$ cat config.mk
export PLATFORM = sky130hd
export DESIGN_NAME = fcwl_loader
export DESIGN_NICKNAME = d
export VERILOG_FILES = /design/src/fcwl_pkg.sv /design/src/fcwl_loader.sv
export SDC_FILE = /design/constraint.sdc
export NUM_CORES = 1
export LEC_CHECK = 0
export ABC_AREA = 1
export BUFFER_PORTS_ARGS = -buffer_cell sky130_fd_sc_hd__buf_2
export CORE_MARGIN = 5
export CORE_UTILIZATION = 49
export CTS_BUF_LIST = sky130_fd_sc_hd__clkbuf_16
export DETAILED_ROUTE_END_ITERATION = 10
export PLACE_DENSITY = 0.8
export SLEW_MARGIN = 10
export SYNTH_ARGS = -nofsm -noshare
export SYNTH_HDL_FRONTEND = slang
export SYNTH_SLANG_ARGS = --single-unit
$ cat constraint.sdc
create_clock -name i_clk -period 2.4 [get_ports i_clk]
set_input_delay 0.48 -clock i_clk [delete_from_list [all_inputs] [get_ports i_clk]]
set_output_delay 0.48 -clock i_clk [all_outputs]
set_load 0.005 [all_outputs]
$ cat src/fcwl_pkg.sv
// Package of constants and types for the flash configuration word loader
package fcwl_pkg;
	// ****************************************
	// Flash layout
	// ****************************************
	localparam logic [23:0] FCWL_CFG_SPACE_BASE = 24'h80_0000;
	localparam logic [23:0] FCWL_CFG_SPACE_TOP = 24'hFF_FFFF;
	localparam logic [23:0] FCWL_CFG_MAP_BASE = 24'hF8_0000;
	localparam logic [23:0] FCWL_WORD_ONE_ADDR = 24'h00_ABFE;
	localparam logic [23:0] FCWL_WORD_TWO_ADDR = 24'h00_ABFC;
	localparam int FCWL_WORD_W = 24;
	// ****************************************
	// Word one field positions
	// ****************************************
	localparam int FCWL_RSV15_BIT = 15;
	localparam int FCWL_SCAN_EN_BIT = 14;
	localparam int FCWL_CODE_PROT_BIT = 13;
	localparam int FCWL_WRITE_PROT_BIT = 12;
	localparam int FCWL_DEBUG_BIT = 11;
	localparam int FCWL_RSV10_BIT = 10;
	localparam int FCWL_EMU_SEL_LSB = 8;
	localparam int FCWL_WDT_EN_BIT = 7;
	localparam int FCWL_WIN_DIS_BIT = 6;
	localparam int FCWL_UNIMP5_BIT = 5;
	localparam int FCWL_PRESCALE_BIT = 4;
	localparam int FCWL_POSTSCALE_LSB = 0;
	// Upper byte and bit 5 are unimplemented and read as one
	localparam logic [23:0] FCWL_UNIMP_MASK = 24'hFF_0020;
	localparam logic [23:0] FCWL_ERASED = 24'hFF_FFFF;
	// Prescaler ratios
	localparam logic [7:0] FCWL_PRESCALE_HI = 8'h80;
	localparam logic [7:0] FCWL_PRESCALE_LO = 8'h20;
	// Emulator pin pair codes
	localparam logic [1:0] FCWL_EMU_PAIR_ONE = 2'h3;
	localparam logic [1:0] FCWL_EMU_PAIR_TWO = 2'h2;
	localparam logic [1:0] FCWL_EMU_PAIR_THREE = 2'h1;
	localparam logic [1:0] FCWL_EMU_RESERVED = 2'h0;
	localparam logic [1:0] FCWL_EMU_NONE = 2'h0;
	// ****************************************
	// Loader states
	// ****************************************
	typedef enum logic [4:0] {
		FCWL_ST_REQ_ONE = 5'b00001,
		FCWL_ST_WAIT_ONE = 5'b00010,
		FCWL_ST_REQ_TWO = 5'b00100,
		FCWL_ST_WAIT_TWO = 5'b01000,
		FCWL_ST_DONE = 5'b10000
	} fcwl_state_type;
endpackage : fcwl_pkg

$ cat src/fcwl_loader.sv
// Flash configuration word loader: fetches both configuration words after every reset and unpacks word one
`timescale 1ns/1ps
module fcwl_loader #(
	parameter int ADDR_W = 24,
	parameter logic [23:0] WORD_ONE_ADDR = fcwl_pkg::FCWL_WORD_ONE_ADDR,
	parameter logic [23:0] WORD_TWO_ADDR = fcwl_pkg::FCWL_WORD_TWO_ADDR
) (
	input wire logic i_clk,
	input wire logic i_rst,
	input wire logic i_flash_ready,
	input wire logic [23:0] i_flash_rdata,
	output logic o_flash_req,
	output logic [ADDR_W-1:0] o_flash_addr,
	output logic o_config_valid,
	output logic o_hold_reset,
	output logic [23:0] o_config_word_one,
	output logic [23:0] o_config_word_two,
	output logic o_scan_port_enable,
	output logic o_code_protect,
	output logic o_write_protect,
	output logic o_debug_mode,
	output logic [1:0] o_emulator_pin_pair_sel,
	output logic o_emulator_pair_reserved,
	output logic o_watchdog_enable,
	output logic o_watchdog_window,
	output logic o_watchdog_config_error,
	output logic [7:0] o_watchdog_prescale_ratio,
	output logic [3:0] o_watchdog_postscale_sel,
	output logic o_reserved_bit_error
);
	// ****************************************
	// Elaboration check
	// ****************************************
	if (ADDR_W != fcwl_pkg::FCWL_WORD_W) begin : g_bad_width
		$error("fcwl_loader supports only a 24-bit flash address");
	end

	// ****************************************
	// Address map checks
	// ****************************************
	// Both words sit in user flash, below the configuration space
	if (WORD_ONE_ADDR >= fcwl_pkg::FCWL_CFG_SPACE_BASE) begin : g_bad_word_one
		$error("fcwl_loader word one address lies in configuration space");
	end
	if (WORD_TWO_ADDR >= fcwl_pkg::FCWL_CFG_SPACE_BASE) begin : g_bad_word_two
		$error("fcwl_loader word two address lies in configuration space");
	end

	// Unpacked settings are mapped inside the configuration space
	if ((fcwl_pkg::FCWL_CFG_MAP_BASE < fcwl_pkg::FCWL_CFG_SPACE_BASE)
		|| (fcwl_pkg::FCWL_CFG_MAP_BASE > fcwl_pkg::FCWL_CFG_SPACE_TOP)) begin : g_bad_map
		$error("fcwl_loader configuration map lies outside configuration space");
	end

	// Word one is the top word, word two the word just below it
	if (WORD_ONE_ADDR <= WORD_TWO_ADDR) begin : g_bad_order
		$error("fcwl_loader word one must lie above word two");
	end

	// ****************************************
	// State
	// ****************************************
	typedef struct packed {
		fcwl_pkg::fcwl_state_type st;
		logic req;
		logic [23:0] addr;
		logic valid;
		logic hold;
		logic [23:0] w1;
		logic [23:0] w2;
		logic scan_en;
		logic code_prot;
		logic write_prot;
		logic debug;
		logic [1:0] emu_sel;
		logic emu_rsv;
		logic wdt_en;
		logic wdt_win;
		logic wdt_err;
		logic [7:0] pre;
		logic [3:0] post;
		logic rsv_err;
	} fcwl_regs_type;

	fcwl_regs_type r;
	fcwl_regs_type next_r;

	// Force unimplemented positions to read as one
	function automatic logic [23:0] fcwl_fill(input logic [23:0] w);
		fcwl_fill = w | fcwl_pkg::FCWL_UNIMP_MASK;
	endfunction : fcwl_fill

	localparam fcwl_regs_type FCWL_RESET_REGS = '{
		st: fcwl_pkg::FCWL_ST_REQ_ONE,
		req: 1'b0,
		addr: 24'h00_0000,
		valid: 1'b0,
		hold: 1'b1,
		w1: fcwl_pkg::FCWL_ERASED,
		w2: fcwl_pkg::FCWL_ERASED,
		scan_en: 1'b0,
		code_prot: 1'b1,
		write_prot: 1'b1,
		debug: 1'b0,
		emu_sel: fcwl_pkg::FCWL_EMU_NONE,
		emu_rsv: 1'b0,
		wdt_en: 1'b0,
		wdt_win: 1'b0,
		wdt_err: 1'b0,
		pre: fcwl_pkg::FCWL_PRESCALE_HI,
		post: 4'h0,
		rsv_err: 1'b0
	};

	// ****************************************
	// Fetch and unpack
	// ****************************************
	always_comb begin
		logic [23:0] w;
		w = fcwl_fill(r.w1);
		next_r = r;
		next_r.req = 1'b0;
		case (r.st)
			fcwl_pkg::FCWL_ST_REQ_ONE: begin
				next_r.req = 1'b1;
				next_r.addr = WORD_ONE_ADDR;
				next_r.st = fcwl_pkg::FCWL_ST_WAIT_ONE;
			end
			fcwl_pkg::FCWL_ST_WAIT_ONE: begin
				next_r.req = ~i_flash_ready;
				if (i_flash_ready) begin
					next_r.w1 = fcwl_fill(i_flash_rdata);
					next_r.st = fcwl_pkg::FCWL_ST_REQ_TWO;
				end
			end
			fcwl_pkg::FCWL_ST_REQ_TWO: begin
				next_r.req = 1'b1;
				next_r.addr = WORD_TWO_ADDR;
				next_r.st = fcwl_pkg::FCWL_ST_WAIT_TWO;
			end
			fcwl_pkg::FCWL_ST_WAIT_TWO: begin
				next_r.req = ~i_flash_ready;
				if (i_flash_ready) begin
					// Upper byte of word two is unimplemented and reads as one
					next_r.w2 = i_flash_rdata | (fcwl_pkg::FCWL_ERASED & 24'hFF_0000);
					next_r.scan_en = w[fcwl_pkg::FCWL_SCAN_EN_BIT];
					next_r.code_prot = ~w[fcwl_pkg::FCWL_CODE_PROT_BIT];
					next_r.write_prot = ~w[fcwl_pkg::FCWL_WRITE_PROT_BIT];
					next_r.debug = ~w[fcwl_pkg::FCWL_DEBUG_BIT];
					next_r.emu_sel = w[fcwl_pkg::FCWL_EMU_SEL_LSB +: 2];
					next_r.emu_rsv = (w[fcwl_pkg::FCWL_EMU_SEL_LSB +: 2] == fcwl_pkg::FCWL_EMU_RESERVED);
					next_r.wdt_en = w[fcwl_pkg::FCWL_WDT_EN_BIT];
					next_r.wdt_win = ~w[fcwl_pkg::FCWL_WIN_DIS_BIT] & w[fcwl_pkg::FCWL_WDT_EN_BIT];
					next_r.wdt_err = ~w[fcwl_pkg::FCWL_WIN_DIS_BIT] & ~w[fcwl_pkg::FCWL_WDT_EN_BIT];
					next_r.pre = w[fcwl_pkg::FCWL_PRESCALE_BIT] ? fcwl_pkg::FCWL_PRESCALE_HI
						: fcwl_pkg::FCWL_PRESCALE_LO;
					next_r.post = w[fcwl_pkg::FCWL_POSTSCALE_LSB +: 4];
					next_r.rsv_err = w[fcwl_pkg::FCWL_RSV15_BIT] | ~w[fcwl_pkg::FCWL_RSV10_BIT];
					next_r.st = fcwl_pkg::FCWL_ST_DONE;
				end
			end
			fcwl_pkg::FCWL_ST_DONE: begin
				next_r.valid = 1'b1;
				next_r.hold = 1'b0;
			end
			default: begin
				next_r = FCWL_RESET_REGS;
			end
		endcase
	end

	// Every reset restarts the fetch; nothing survives it
	always_ff @(posedge i_clk or posedge i_rst) begin
		if (i_rst) begin
			r <= FCWL_RESET_REGS;
		end else begin
			r <= next_r;
		end
	end

	// ****************************************
	// Outputs
	// ****************************************
	assign o_flash_req = r.req;
	assign o_flash_addr = r.addr;
	assign o_config_valid = r.valid;
	assign o_hold_reset = r.hold;
	assign o_config_word_one = r.w1;
	assign o_config_word_two = r.w2;
	assign o_scan_port_enable = r.scan_en;
	assign o_code_protect = r.code_prot;
	assign o_write_protect = r.write_prot;
	assign o_debug_mode = r.debug;
	assign o_emulator_pin_pair_sel = r.emu_sel;
	assign o_emulator_pair_reserved = r.emu_rsv;
	assign o_watchdog_enable = r.wdt_en;
	assign o_watchdog_window = r.wdt_win;
	assign o_watchdog_config_error = r.wdt_err;
	assign o_watchdog_prescale_ratio = r.pre;
	assign o_watchdog_postscale_sel = r.post;
	assign o_reserved_bit_error = r.rsv_err;
endmodule : fcwl_loader

[After elaboration in Yosys (flattened, before gate mapping)]
Cells that the tools add are included.
Cells by class
  $add $sub $neg: 0
  multipliers: 0
  div/mod/pow operators: 0
  order comparisons: 0
  eq/ne operators: 7
  shift-type cells: 0
  mux-type cells: 10
  bitwise gates (word level): 13
  reduce and logical (&&, ||, !) cells: 8
Operators by type and width (count)
  $pmux 47 s2: 1
  $pmux 24 s3: 1
  $pmux 24 s2: 1
  $mux 47: 1
  $pmux 6 s5: 1
  $mux 24: 1
  $reduce_or 4->1: 3
  $mux 5: 2
  $not 1->1: 10
  $mux 8: 1
  $eq 5x1->1 const B: 1
  $eq 5x2->1 const B: 1
  $eq 5x3->1 const B: 1
  $eq 5x4->1 const B: 1
  $eq 5x5->1 const B: 1
  $ne 2x2->1 const B: 2
  $pmux 2 s2: 1
  $reduce_and 2->1: 2
  $reduce_and 3->1: 1
  $reduce_or 3->1: 1
  $and 1x1->1: 2
  $logic_not 2->1: 1
  $or 1x1->1: 1
Storage, ports and cells
  register bits after elaboration: 103
  bits in latches: 0
  bits in writable memories: 0
  ROM bits: 0
  input port bits: 27
  output and inout bits: 98
  logic and storage cells: 57
  memories: 0

[Logic depth before layout (Yosys ltp)]
Gate-level depths: netlist of the first run.
  depth after elaboration: 4
  depth in mapped cells: 9
  mapped depth without buffers: 8

[Worst setup path before layout of the first run]
No wires, ideal clock.
  path type: reg2reg
  start: register r[98] in the netlist's numbering
  end: register r (netlist bit o_config_word_one[8])
  library setup time: 0.076 ns
  data arrival time: 1.380 ns
  data required time: 2.324 ns
  path slack: 0.944 ns
  stages on the path, launching flop included: 9
  path buffers: 1
  clock period less this slack: 1.456 ns
  cells stage by stage: dfstp_2 nor2_2 nand3_1 nand2_1 nor2_4 nand2_4 buf_4 nand2_1 nand2_1
On the way
  word-level cells in the longest chain between the ends: 4
  elaborated cells between the ends (all ways): 10
  those cells by class: 6 x eq/ne; 1 x mux; 1 x bitwise; 2 x reduce/logical
RTL lines
  from (decl): RTL line fcwl_loader.sv:85  | fcwl_regs_type r;
  from (signal assigned): RTL line fcwl_loader.sv:177  | r <= next_r;
  $eq 5x5->1 (tied with other cells): RTL line fcwl_loader.sv:123  | case (r.st)
  $reduce_or 4->1 (no line)
  $not 1->1 (no line)
  $reduce_and 2->1 (no line)
Several ways; a longest one is shown, not always the timed one.
A chain may end at the register's enable or synchronous reset.

[Worst setup path in the final report of the first run]
  start: register r[98] in the netlist's numbering
  end: register r (netlist bit o_watchdog_enable)
On the way
  word-level cells in the longest chain between the ends: 4
  elaborated cells between the ends (all ways): 10
  those cells by class: 6 x eq/ne; 1 x mux; 1 x bitwise; 2 x reduce/logical
RTL lines (RTL line)
  $eq 5x5->1 (tied with other cells): fcwl_loader.sv:123
  $reduce_or 4->1 (no line)
  $not 1->1 (no line)
  $reduce_and 2->1 (no line)
Several ways; a longest one is shown, not always the timed one.

==> impl_metrics.tcl, run 1 <==
set metrics [dict create \
    synth_xor_area_share_pct 0 \
    synth.area.top_cells "dfstp_2 (29%), buf_4 (20%), nand2_1 (20%)" \
    timing.rr.end "o_watchdog_enable" \
    drtAntennaViolNets 0 \
    drt_iter0_drc 103 \
    worst_slew_pin_slew_ps 702 \
    synth_cells 411 \
    core_region_area_um2 6420 \
    fin_skew_ps 4.76 \
    netlist_area_um2 3270 \
    fin_crit_sh_pct 81.7 \
    final-hold-violation-count 0 \
    cts.path.max_buffers 2 \
    fmax_ghz 0.510 \
    wirelength_um 7020 \
    viasPerCell 4.62 \
    crit_start "r[98]" \
    crit_cells 7 \
    power_frac_seq_pct 34.1 \
    ys_ff_latch 58 \
    synth_commonest_cells "nand2_1 (173), buf_4 (87), dfstp_2 (36), inv_1 (28), dfrtp_1 (22)" \
    crit_buf_inv 1 \
    synth.distinct_cells 21 \
    antenna_cells 0 \
    grt_first_pass_wirelength_um 11400 \
    worstPathArrival_ps 2170 \
    critPathCaptureType "register" \
    powerDensity_nw_per_um2 1460 \
    die_h_um 91.7 \
    fillers 595 \
    area_growth_pct 9.72 \
    clkPwrFrac_pct 29.5 \
    setup_violations 0 \
    worstPathRequired_ps 2610 \
    r2r_setup_slack_ps 440 \
    synth.most_common_cell "nand2_1" \
    p_leak_nw 2.08 \
    cts_buffers 9 \
    gp_congestion 0.785 \
    avgSynthCellArea_um2 7.96 \
    synthFlopType "dfstp_2" \
    switching_share_pct 36.4 \
    yosysWarnings 0 \
    path_max_fanout 33 \
    hold_buffers 0 \
    synth_top_area_share_pct 28.9 \
    rows 29 \
    report.final.slew_viol_count 0 \
    via_count 2430 \
    vdd_drop_max_v 0.000773 \
    clock-root-buffer "clkbuf_16" \
    grt_overflow_total 0 \
    die_area_um2 8410 \
    cp-endpoint "o_watchdog_enable" \
    synthAdderAreaFrac_pct 0 \
    io_buffer_count 81 \
    synth_edf_count 0 \
    async_flop_share_pct 100 \
    clk_latency_ps 320 \
    cp-start-kind "register" \
    p_switching_mw 1.91 \
    slowest_delay_ps 590 \
    ys_seq_area_share_pct 45.8 \
    r2r_start "r[98]" \
    p_int_mw 3.33 \
    max-slew-margin-rel_pct 53.2 \
    slowest_stage "dfstp_2" \
    synth_compound_area_share_pct 0.918 \
    clk_pin_slew_ps 50 \
    synth_top_area_cell "dfstp_2" \
    htree_levels 3 \
    synth_top_family_by_area "simple AND/OR/NAND/NOR gates" \
    chipWidth_um 91.7 \
    clock_sinks 58 \
    post_cts_buffers 0 \
    hold_class "input port to async pin" \
    track_usage_pct 17.2 \
    synth.area.mux_share_pct 0 \
    drv_cap 0 \
    drcViolationCount 0 \
    period_minus_slack_ps 1960 \
    tritoncts "done" \
    antenna_found_initial 0 \
    p_comb_share_pct 36.4 \
    path_cells "nor2_2, nand3_1, nand2_1, inv_1, nand3_2, nand2_1, nand2_1" \
    start_util_pct 50.9 \
    fin_setup_tns_ps 0 \
    worstSetupPathType "register to register" \
    crit_path_frequent_cell "nand2_1" \
    rsz0062_at_grt "no" \
    dpl.hpwl_um 5010 \
    synth_simple_gate_area_share_pct 28.0 \
    crit_family "simple AND/OR/NAND/NOR gates" \
    grt_pass1_vias 2357 \
    cts_resized 0 \
    reg2reg_depth 7 \
    drtPass1Iterations 4 \
    finalPower_mw 5.24 \
    post_drt_wl_per_cell_um 13.3 \
    layout.nets 471 \
    drive_gt1_share_pct 33.9 \
    grt_max_degree 34 \
    outcome "completed" \
    io_pins 125 \
]
[stage by stage]
stage | hold WS (ps) | std cells | utilization (%) | setup WS (ps) | cell area (um2)
final | 218 | 526 | 55.9 | 440 | 3590
after global routing | 282 | 526 | 55.9 | 242 | 3590
after CTS | 234 | 526 | 55.9 | 436 | 3590
after detailed placement | 454 | 510 | 50.3 | 461 | 3230
after global placement | 448 | 510 | 50.3 | 502 | 3230
after floorplan | 443 | 444 | - | 552 | 3390
[cell type report]
type	instances	area (um2)	area share, %
Timing Repair Buffer	86	443	12.3
Clock inverter	7	133	3.70
Tap cell	77	96.3	2.68
Clock buffer	9	225	6.28
Inverter	31	116	3.24
Multi-Input combinational cell	258	1080	30.1
Sequential cell	58	1500	41.7
[sequential cells by signal (all words and copies together) (netlist names), 2 cells and up]
register and cells:
r 5, o_watchdog_postscale_sel 4, o_config_word_one 15, o_config_word_two 16
o_flash_addr 2, o_watchdog_prescale_ratio 2, o_emulator_pin_pair_sel 2
[worst register-to-register path: stages, from the launching register on]
cell and delay (ps):
dfstp_2 590, nor2_2 100, nand3_1 180, nand2_1 70
inv_1 60, nand3_2 530, nand2_1 260, nand2_1 70
[power by group through the flow]
stage	clock, mW	combinational (mW)	sequential, mW
after global placement	0	1.87	1.78
after floorplan	0	1.78	1.73
after global routing	1.61	2.20	1.84
after detailed placement	0	1.92	1.79
after CTS	1.57	1.95	1.79
final	1.54	1.91	1.79
[kinds of logic (layout without fill, tap and decap cells)]
family / count (synthesis) / in the layout
simple gates: 217 / 217
compound gates: 6 / 6
other cells: 2 / 35
flops: 58 / 58
buf+inv: 128 / 133
[metal layers]
layer  GRT usage (%)  vias to the layer above  wire [um]
met5               0                        -          0
met4            7.43                        0         85
met3            4.34                        8        519
met2            27.0                       90       3240
met1            22.5                     1144       3170
li1                -                     1188          -
[cells in the final DEF, fill, tap and decap left out, types with 2 or more instances in the layout]
master | Yosys | layout
o21ai_0 | 5 | 5
nand2_4 | 2 | 2
conb_1 | 2 | 35
nand2_1 | 173 | 173
dfrtp_1 | 22 | 22
buf_4 | 87 | 5
nor2_4 | 2 | 2
nand4_1 | 2 | 2
dfstp_2 | 36 | 36
clkbuf_16 | 0 | 9
nor3_1 | 2 | 2
bufinv_16 | 0 | 4
nor2_1 | 9 | 9
nand3_1 | 19 | 19
buf_2 | 10 | 81
nand2_2 | 2 | 2
inv_2 | 3 | 4
nand3_2 | 3 | 3
inv_1 | 28 | 28
[worst min-delay path by stage]
stage	from	end	depth (start not counted)
2_1_floorplan	o_emulator_pin_pair_sel[0]	o_emulator_pin_pair_sel[0]	2
3_3_place_gp	o_watchdog_postscale_sel[1]	o_watchdog_postscale_sel[1]	2
3_5_place_dp	o_reserved_bit_error	o_reserved_bit_error	2
4_1_cts	i_rst	o_emulator_pin_pair_sel[1]	2
5_1_grt	i_rst	o_emulator_pin_pair_sel[1]	2
6_report	i_rst	o_watchdog_postscale_sel[2]	2
Note: power is estimated with default switching activity, not from simulation.
==> run 2, diff against run 1 <==
- ABC_AREA: 1 -> 0
- CORE_UTILIZATION: 49 -> 44
- PLACE_DENSITY: 0.8 -> 0.77
- clock period: 2.4 -> 1.7 ns (I/O delays scaled with it)
==> impl_metrics.tcl, run 2 <==
set metrics [dict create \
    ys_ff_latch 58 \
    clock-root-buffer "clkbuf_16" \
    gp_congestion 0.794 \
    drive_gt1_share_pct 54.5 \
    synth_top_area_cell "dfstp_2" \
    fmax_ghz 0.571 \
    fillers 612 \
    htree_levels 3 \
    violations "negative setup slack" \
    synth.most_common_cell "buf_4" \
    path_max_fanout 7 \
    period_minus_slack_ps 1750 \
    cts_buffers 9 \
    synth_cells 273 \
    drtAntennaViolNets 0 \
    yosysWarnings 0 \
    synth_top_area_share_pct 30.3 \
    p_comb_share_pct 2.7 \
    layout_common_cells "buf_2 (81), dfstp_2 (36), conb_1 (35)" \
    track_usage_pct 15.4 \
    start_util_pct 45.5 \
    clk_latency_ps 320 \
    die_area_um2 8890 \
    via_count 2058 \
    p_switching_mw 0.663 \
    r2r_setup_slack_ps -50 \
    synth.area.top_cells "dfstp_2 (30%), buf_4 (21%), dfrtp_1 (18%)" \
    outcome "finished with violations" \
    top_layer "met4" \
    wirelength_um 6680 \
    vdd_drop_max_v 0.000641 \
    clkPwrFrac_pct 53.8 \
    hold_class "input port to async pin" \
    tritoncts "done" \
    layout.nets 358 \
    p_leak_nw 1.79 \
    multiInputGateArea_um2 1040 \
    worstPathRequired_ps 1900 \
    critPathCaptureType "register" \
    synthFlopType "dfstp_2" \
    fin_cells 432 \
    drv_cap 0 \
    io_buffer_count 81 \
    netlist_area_um2 3120 \
    worstPathArrival_ps 1950 \
    drt_iter0_drc 109 \
    drt-met1-wl_um 2790 \
    met2_length_um 3340 \
    power_frac_seq_pct 43.5 \
    rows 30 \
    worstSetupPathType "register to register" \
    ys_seq_area_share_pct 47.9 \
    setup_violations 24 \
    core_region_area_um2 6870 \
    finalPower_mw 3.19 \
    final_common_cell "buf_2" \
    io_pins 125 \
    synth.distinct_cells 40 \
    async_flop_share_pct 100 \
    cts.path.max_buffers 2 \
    grt_pass1_vias 2014 \
    post_drt_wl_per_cell_um 15.5 \
    clock_sinks 58 \
    chipWidth_um 94.3 \
    fin_skew_ps 5.38 \
    grt_max_degree 59 \
    rsz0062_at_grt "yes" \
    final-hold-violation-count 0 \
    placedCellCount 406 \
    switching_share_pct 20.8 \
    grt_first_pass_wirelength_um 10500 \
    antenna_cells 0 \
    fin_setup_tns_ps -480 \
    area_growth_pct 19.1 \
    p_int_mw 2.52 \
    met3_length_um 400 \
    viasPerCell 4.76 \
    dpl.hpwl_um 4480 \
    grt_overflow_total 0 \
    clk_pin_slew_ps 50 \
    register_area_um2 1500 \
    hold_buffers 0 \
    synth_edf_count 0 \
    drtPass1Iterations 5 \
    drcViolationCount 0 \
    synth_commonest_cells "buf_4 (86), dfstp_2 (36), o22a_1 (32), dfrtp_1 (22), a22o_1 (10)" \
    avgSynthCellArea_um2 11.4 \
    die_h_um 94.3 \
    powerDensity_nw_per_um2 856 \
    fin_ws_ps -51.2 \
    fin_crit_sh_pct 103 \
    report.final.slew_viol_count 0 \
    antenna_found_initial 0 \
    largest_reg_flops 16 \
    cp-start-kind "register" \
]
[run 2: final cells by class]
class | instances | share of cell area, %
clock buffer | 9 | 6.05
clock inverter | 7 | 1.65
sequential | 58 | 40.3
timing repair buffer | 116 | 20.4
tap | 96 | 3.23
inverter | 3 | 0.403
multi-input combinational | 143 | 28.0
[run 2: logic make-up (layout without fill, tap and decap cells)]
family / Yosys count / count (layout) / synth area share (%)
AOI/OAI and AO/OA: 64 / 64 / 17.3
xor gates and xnor gates: 2 / 2 / 0.561
buffers and inverters: 105 / 135 / 24.6
DFF: 58 / 58 / 47.9
muxes: 3 / 3 / 0.961
other: 2 / 35 / 0.240
and+or+nand+nor: 39 / 39 / 8.45
[run 2: power by group through the flow]
stage / sequential [mW] / clock, mW / combinational [mW]
finish: 1.39 / 1.71 / 0.0860
global route: 1.39 / 1.84 / 0.0998
CTS: 1.39 / 1.76 / 0.0862
detailed placement: 1.41 / 0 / 0.0860
global placement: 1.41 / 0 / 0.0846
floorplan: 1.41 / 0 / 0.0979
[run 2: critical path, stage by stage, from the launching register on]
cell	delay [ps]
dfrtp_1	420
buf_6	170
xor2_4	190
a211oi_4	360
o21ai_4	120
buf_12	150
a22o_1	230
[run 2: timing repair]
item                                    in CTS  in global routing
endpoints found under the setup margin      31                 48
buffers inserted                             7                  3
gates cloned                                 0                  1
pin swaps                                   10                 17
resized for setup                            7                 11
[run 2: metrics by stage]
stage	hold slack, ps	util (%)	area (um2)	setup slack [ps]
2_1_floorplan	420	-	3250	58.5
3_3_place_gp	434	47.4	3260	-140
3_5_place_dp	445	47.4	3260	-190
4_1_cts	99.7	52.7	3620	-9.25
5_1_grt	109	54.2	3720	-114
6_report	78.6	54.2	3720	-51.2
[run 2: final timing paths]
kind | from | end | cells past startpoint
worst max-delay path | r[99] | o_watchdog_window | 6
worst min-delay path | i_rst | o_flash_req | 3
worst max register to register | r[99] | o_watchdog_window | 6
worst min register to register | o_emulator_pair_reserved | o_emulator_pair_reserved | 1
max in group asynchronous | i_rst | o_config_word_one[8] | 3
min in group i_clk | i_flash_rdata[5] | o_config_word_two[5] | 2
[run 2: metal layers]
metal	vias up	GRT usage, %
met2	75	24.2
met4	0	7.46
li1	958	-
met1	1013	20.0
met3	12	3.45
met5	-	0
==> run 3, diff against run 2 <==
- CORE_UTILIZATION: 44 -> 52
- PLACE_DENSITY: 0.77 -> 0.85
- clock period: 1.7 -> 2.2 ns (I/O delays scaled with it)
==> impl_metrics.tcl, run 3 (synthesis results as in run 2) <==
set metrics [dict create \
    antenna_found_initial 0 \
    dpl.hpwl_um 4450 \
    critPathCaptureType "register" \
    grt_overflow_total 0 \
    grt_first_pass_wirelength_um 9800 \
    worstPathArrival_ps 2310 \
    fillers 486 \
    gp_congestion 0.826 \
    drive_gt1_share_pct 49.7 \
    p_switching_mw 0.501 \
    hold_class "input port to async pin" \
    placed_cell_area_um2 3070 \
    cp-start-kind "register" \
    period_minus_slack_ps 2060 \
    placedCellCount 369 \
    antenna_cells 0 \
    p_int_mw 2.07 \
    viasPerCell 5.09 \
    fin_cells 387 \
    track_usage_pct 16.9 \
    via_count 1971 \
    drtAntennaViolNets 0 \
    htree_levels 3 \
    final_common_cell "buf_2" \
    layout_common_cells "buf_2 (81), dfstp_2 (36), conb_1 (35)" \
    max-slew-margin-rel_pct 52.9 \
    fin_setup_tns_ps 0 \
    fin_skew_ps 6.79 \
    worst_slew_pin_slew_ps 706 \
    drv_cap 0 \
    cts_resized 0 \
    path_max_fanout 18 \
    design_area_um2 3400 \
    die_h_um 87.5 \
    power_frac_seq_pct 41.8 \
    core_region_area_um2 5890 \
    io_pins 125 \
    worstSetupPathType "register to register" \
    cts.path.max_buffers 2 \
    clock-root-buffer "clkbuf_16" \
    setup_violations 0 \
    fmax_ghz 0.485 \
    drcViolationCount 0 \
    p_leak_nw 1.66 \
    powerDensity_nw_per_um2 756 \
    fin_crit_sh_pct 93.6 \
    tritoncts "done" \
    final-hold-violation-count 0 \
    die_area_um2 7660 \
    clkPwrFrac_pct 55.8 \
    vdd_drop_max_v 0.000570 \
    post_drt_wl_per_cell_um 16.3 \
    cts_buffers 9 \
    grt_pass1_vias 1932 \
    rows 28 \
    start_util_pct 53.1 \
    area_growth_pct 8.69 \
    utilization_pct 57.7 \
    chipWidth_um 87.5 \
    largest_reg_flops 16 \
    drt_iter0_drc 127 \
    wirelength_um 6320 \
    worstPathRequired_ps 2450 \
    drtPass1Iterations 4 \
    p_comb_share_pct 2.4 \
    grt_max_degree 33 \
    outcome "completed" \
    io_buffer_count 81 \
    rsz0062_at_grt "no" \
    clk_pin_slew_ps 50 \
    report.final.slew_viol_count 0 \
    clk_latency_ps 320 \
    switching_share_pct 19.5 \
    layout.nets 334 \
    clock_sinks 58 \
]
[run 3: changes by cell type in the layout (fill, tap and decap cells not counted), sizes merged]
| cell | delta |
|---|---|
| buf | -23 |
| clkinvlp | -2 |
| bufinv | +1 |
| clkbuf | -1 |
| inv | +1 |
[run 3: timing repair]
item | 4_1_cts | 5_1_grt
endpoints found under the hold margin | 0 | 0
endpoints found under the setup margin | 0 | 10
hold buffers | 0 | 0
buffers inserted | 0 | 2
[run 3: power groups by stage]
stage / Sequential, mW / Combinational (mW) / Clock (mW)
after floorplan: 1.09 / 0.0753 / 0
after global placement: 1.09 / 0.0619 / 0
after detailed placement: 1.09 / 0.0623 / 0
after CTS: 1.07 / 0.0630 / 1.47
after global routing: 1.07 / 0.0732 / 1.52
final: 1.07 / 0.0628 / 1.43
[run 3: final timing paths]
check	startpoint	cells past startpoint	end	slack, ps
worst max-delay path	r[98]	4	o_watchdog_window	140
worst min-delay path	i_rst	2	o_emulator_pin_pair_sel[0]	200
worst max register to register	r[98]	4	o_watchdog_window	140
worst min register to register	o_emulator_pair_reserved	1	o_emulator_pair_reserved	500
max in group asynchronous	i_rst	3	o_config_word_one[12]	1360
min in group i_clk	i_flash_rdata[5]	2	o_config_word_two[5]	360
[run 3: layout make-up]
type | instances | area (um2) | area share [%]
clock inverters | 7 | 86.3 | 2.54
repair buffers | 92 | 500 | 14.7
flip-flops and latches | 58 | 1500 | 44.1
multi-input cells | 143 | 982 | 28.9
inverters | 3 | 11.3 | 0.332
clock buffers | 9 | 225 | 6.63
well taps | 75 | 93.8 | 2.76
[run 3: worst max-delay path: stages (launching register included)]
cell	delay, ps
dfstp_2	710
nor4b_2	350
a211oi_2	110
o21ai_2	580
a22o_1	250
[run 3: metrics by stage]
step                      total power [mW]  worst slack [ps]  hold slack (ps)
after global routing                  2.66              28.5              251
after CTS                             2.60               142              215
after global placement                1.15               199              453
final                                 2.57               140              198
after detailed placement              1.15               157              480
after floorplan                       1.16               392              457
[run 3: per-layer routing]
metal	wire, um	global-route usage (%)
met5	0	0
met4	101	9.76
met3	425	3.12
met2	3240	26.9
met1	2550	21.5
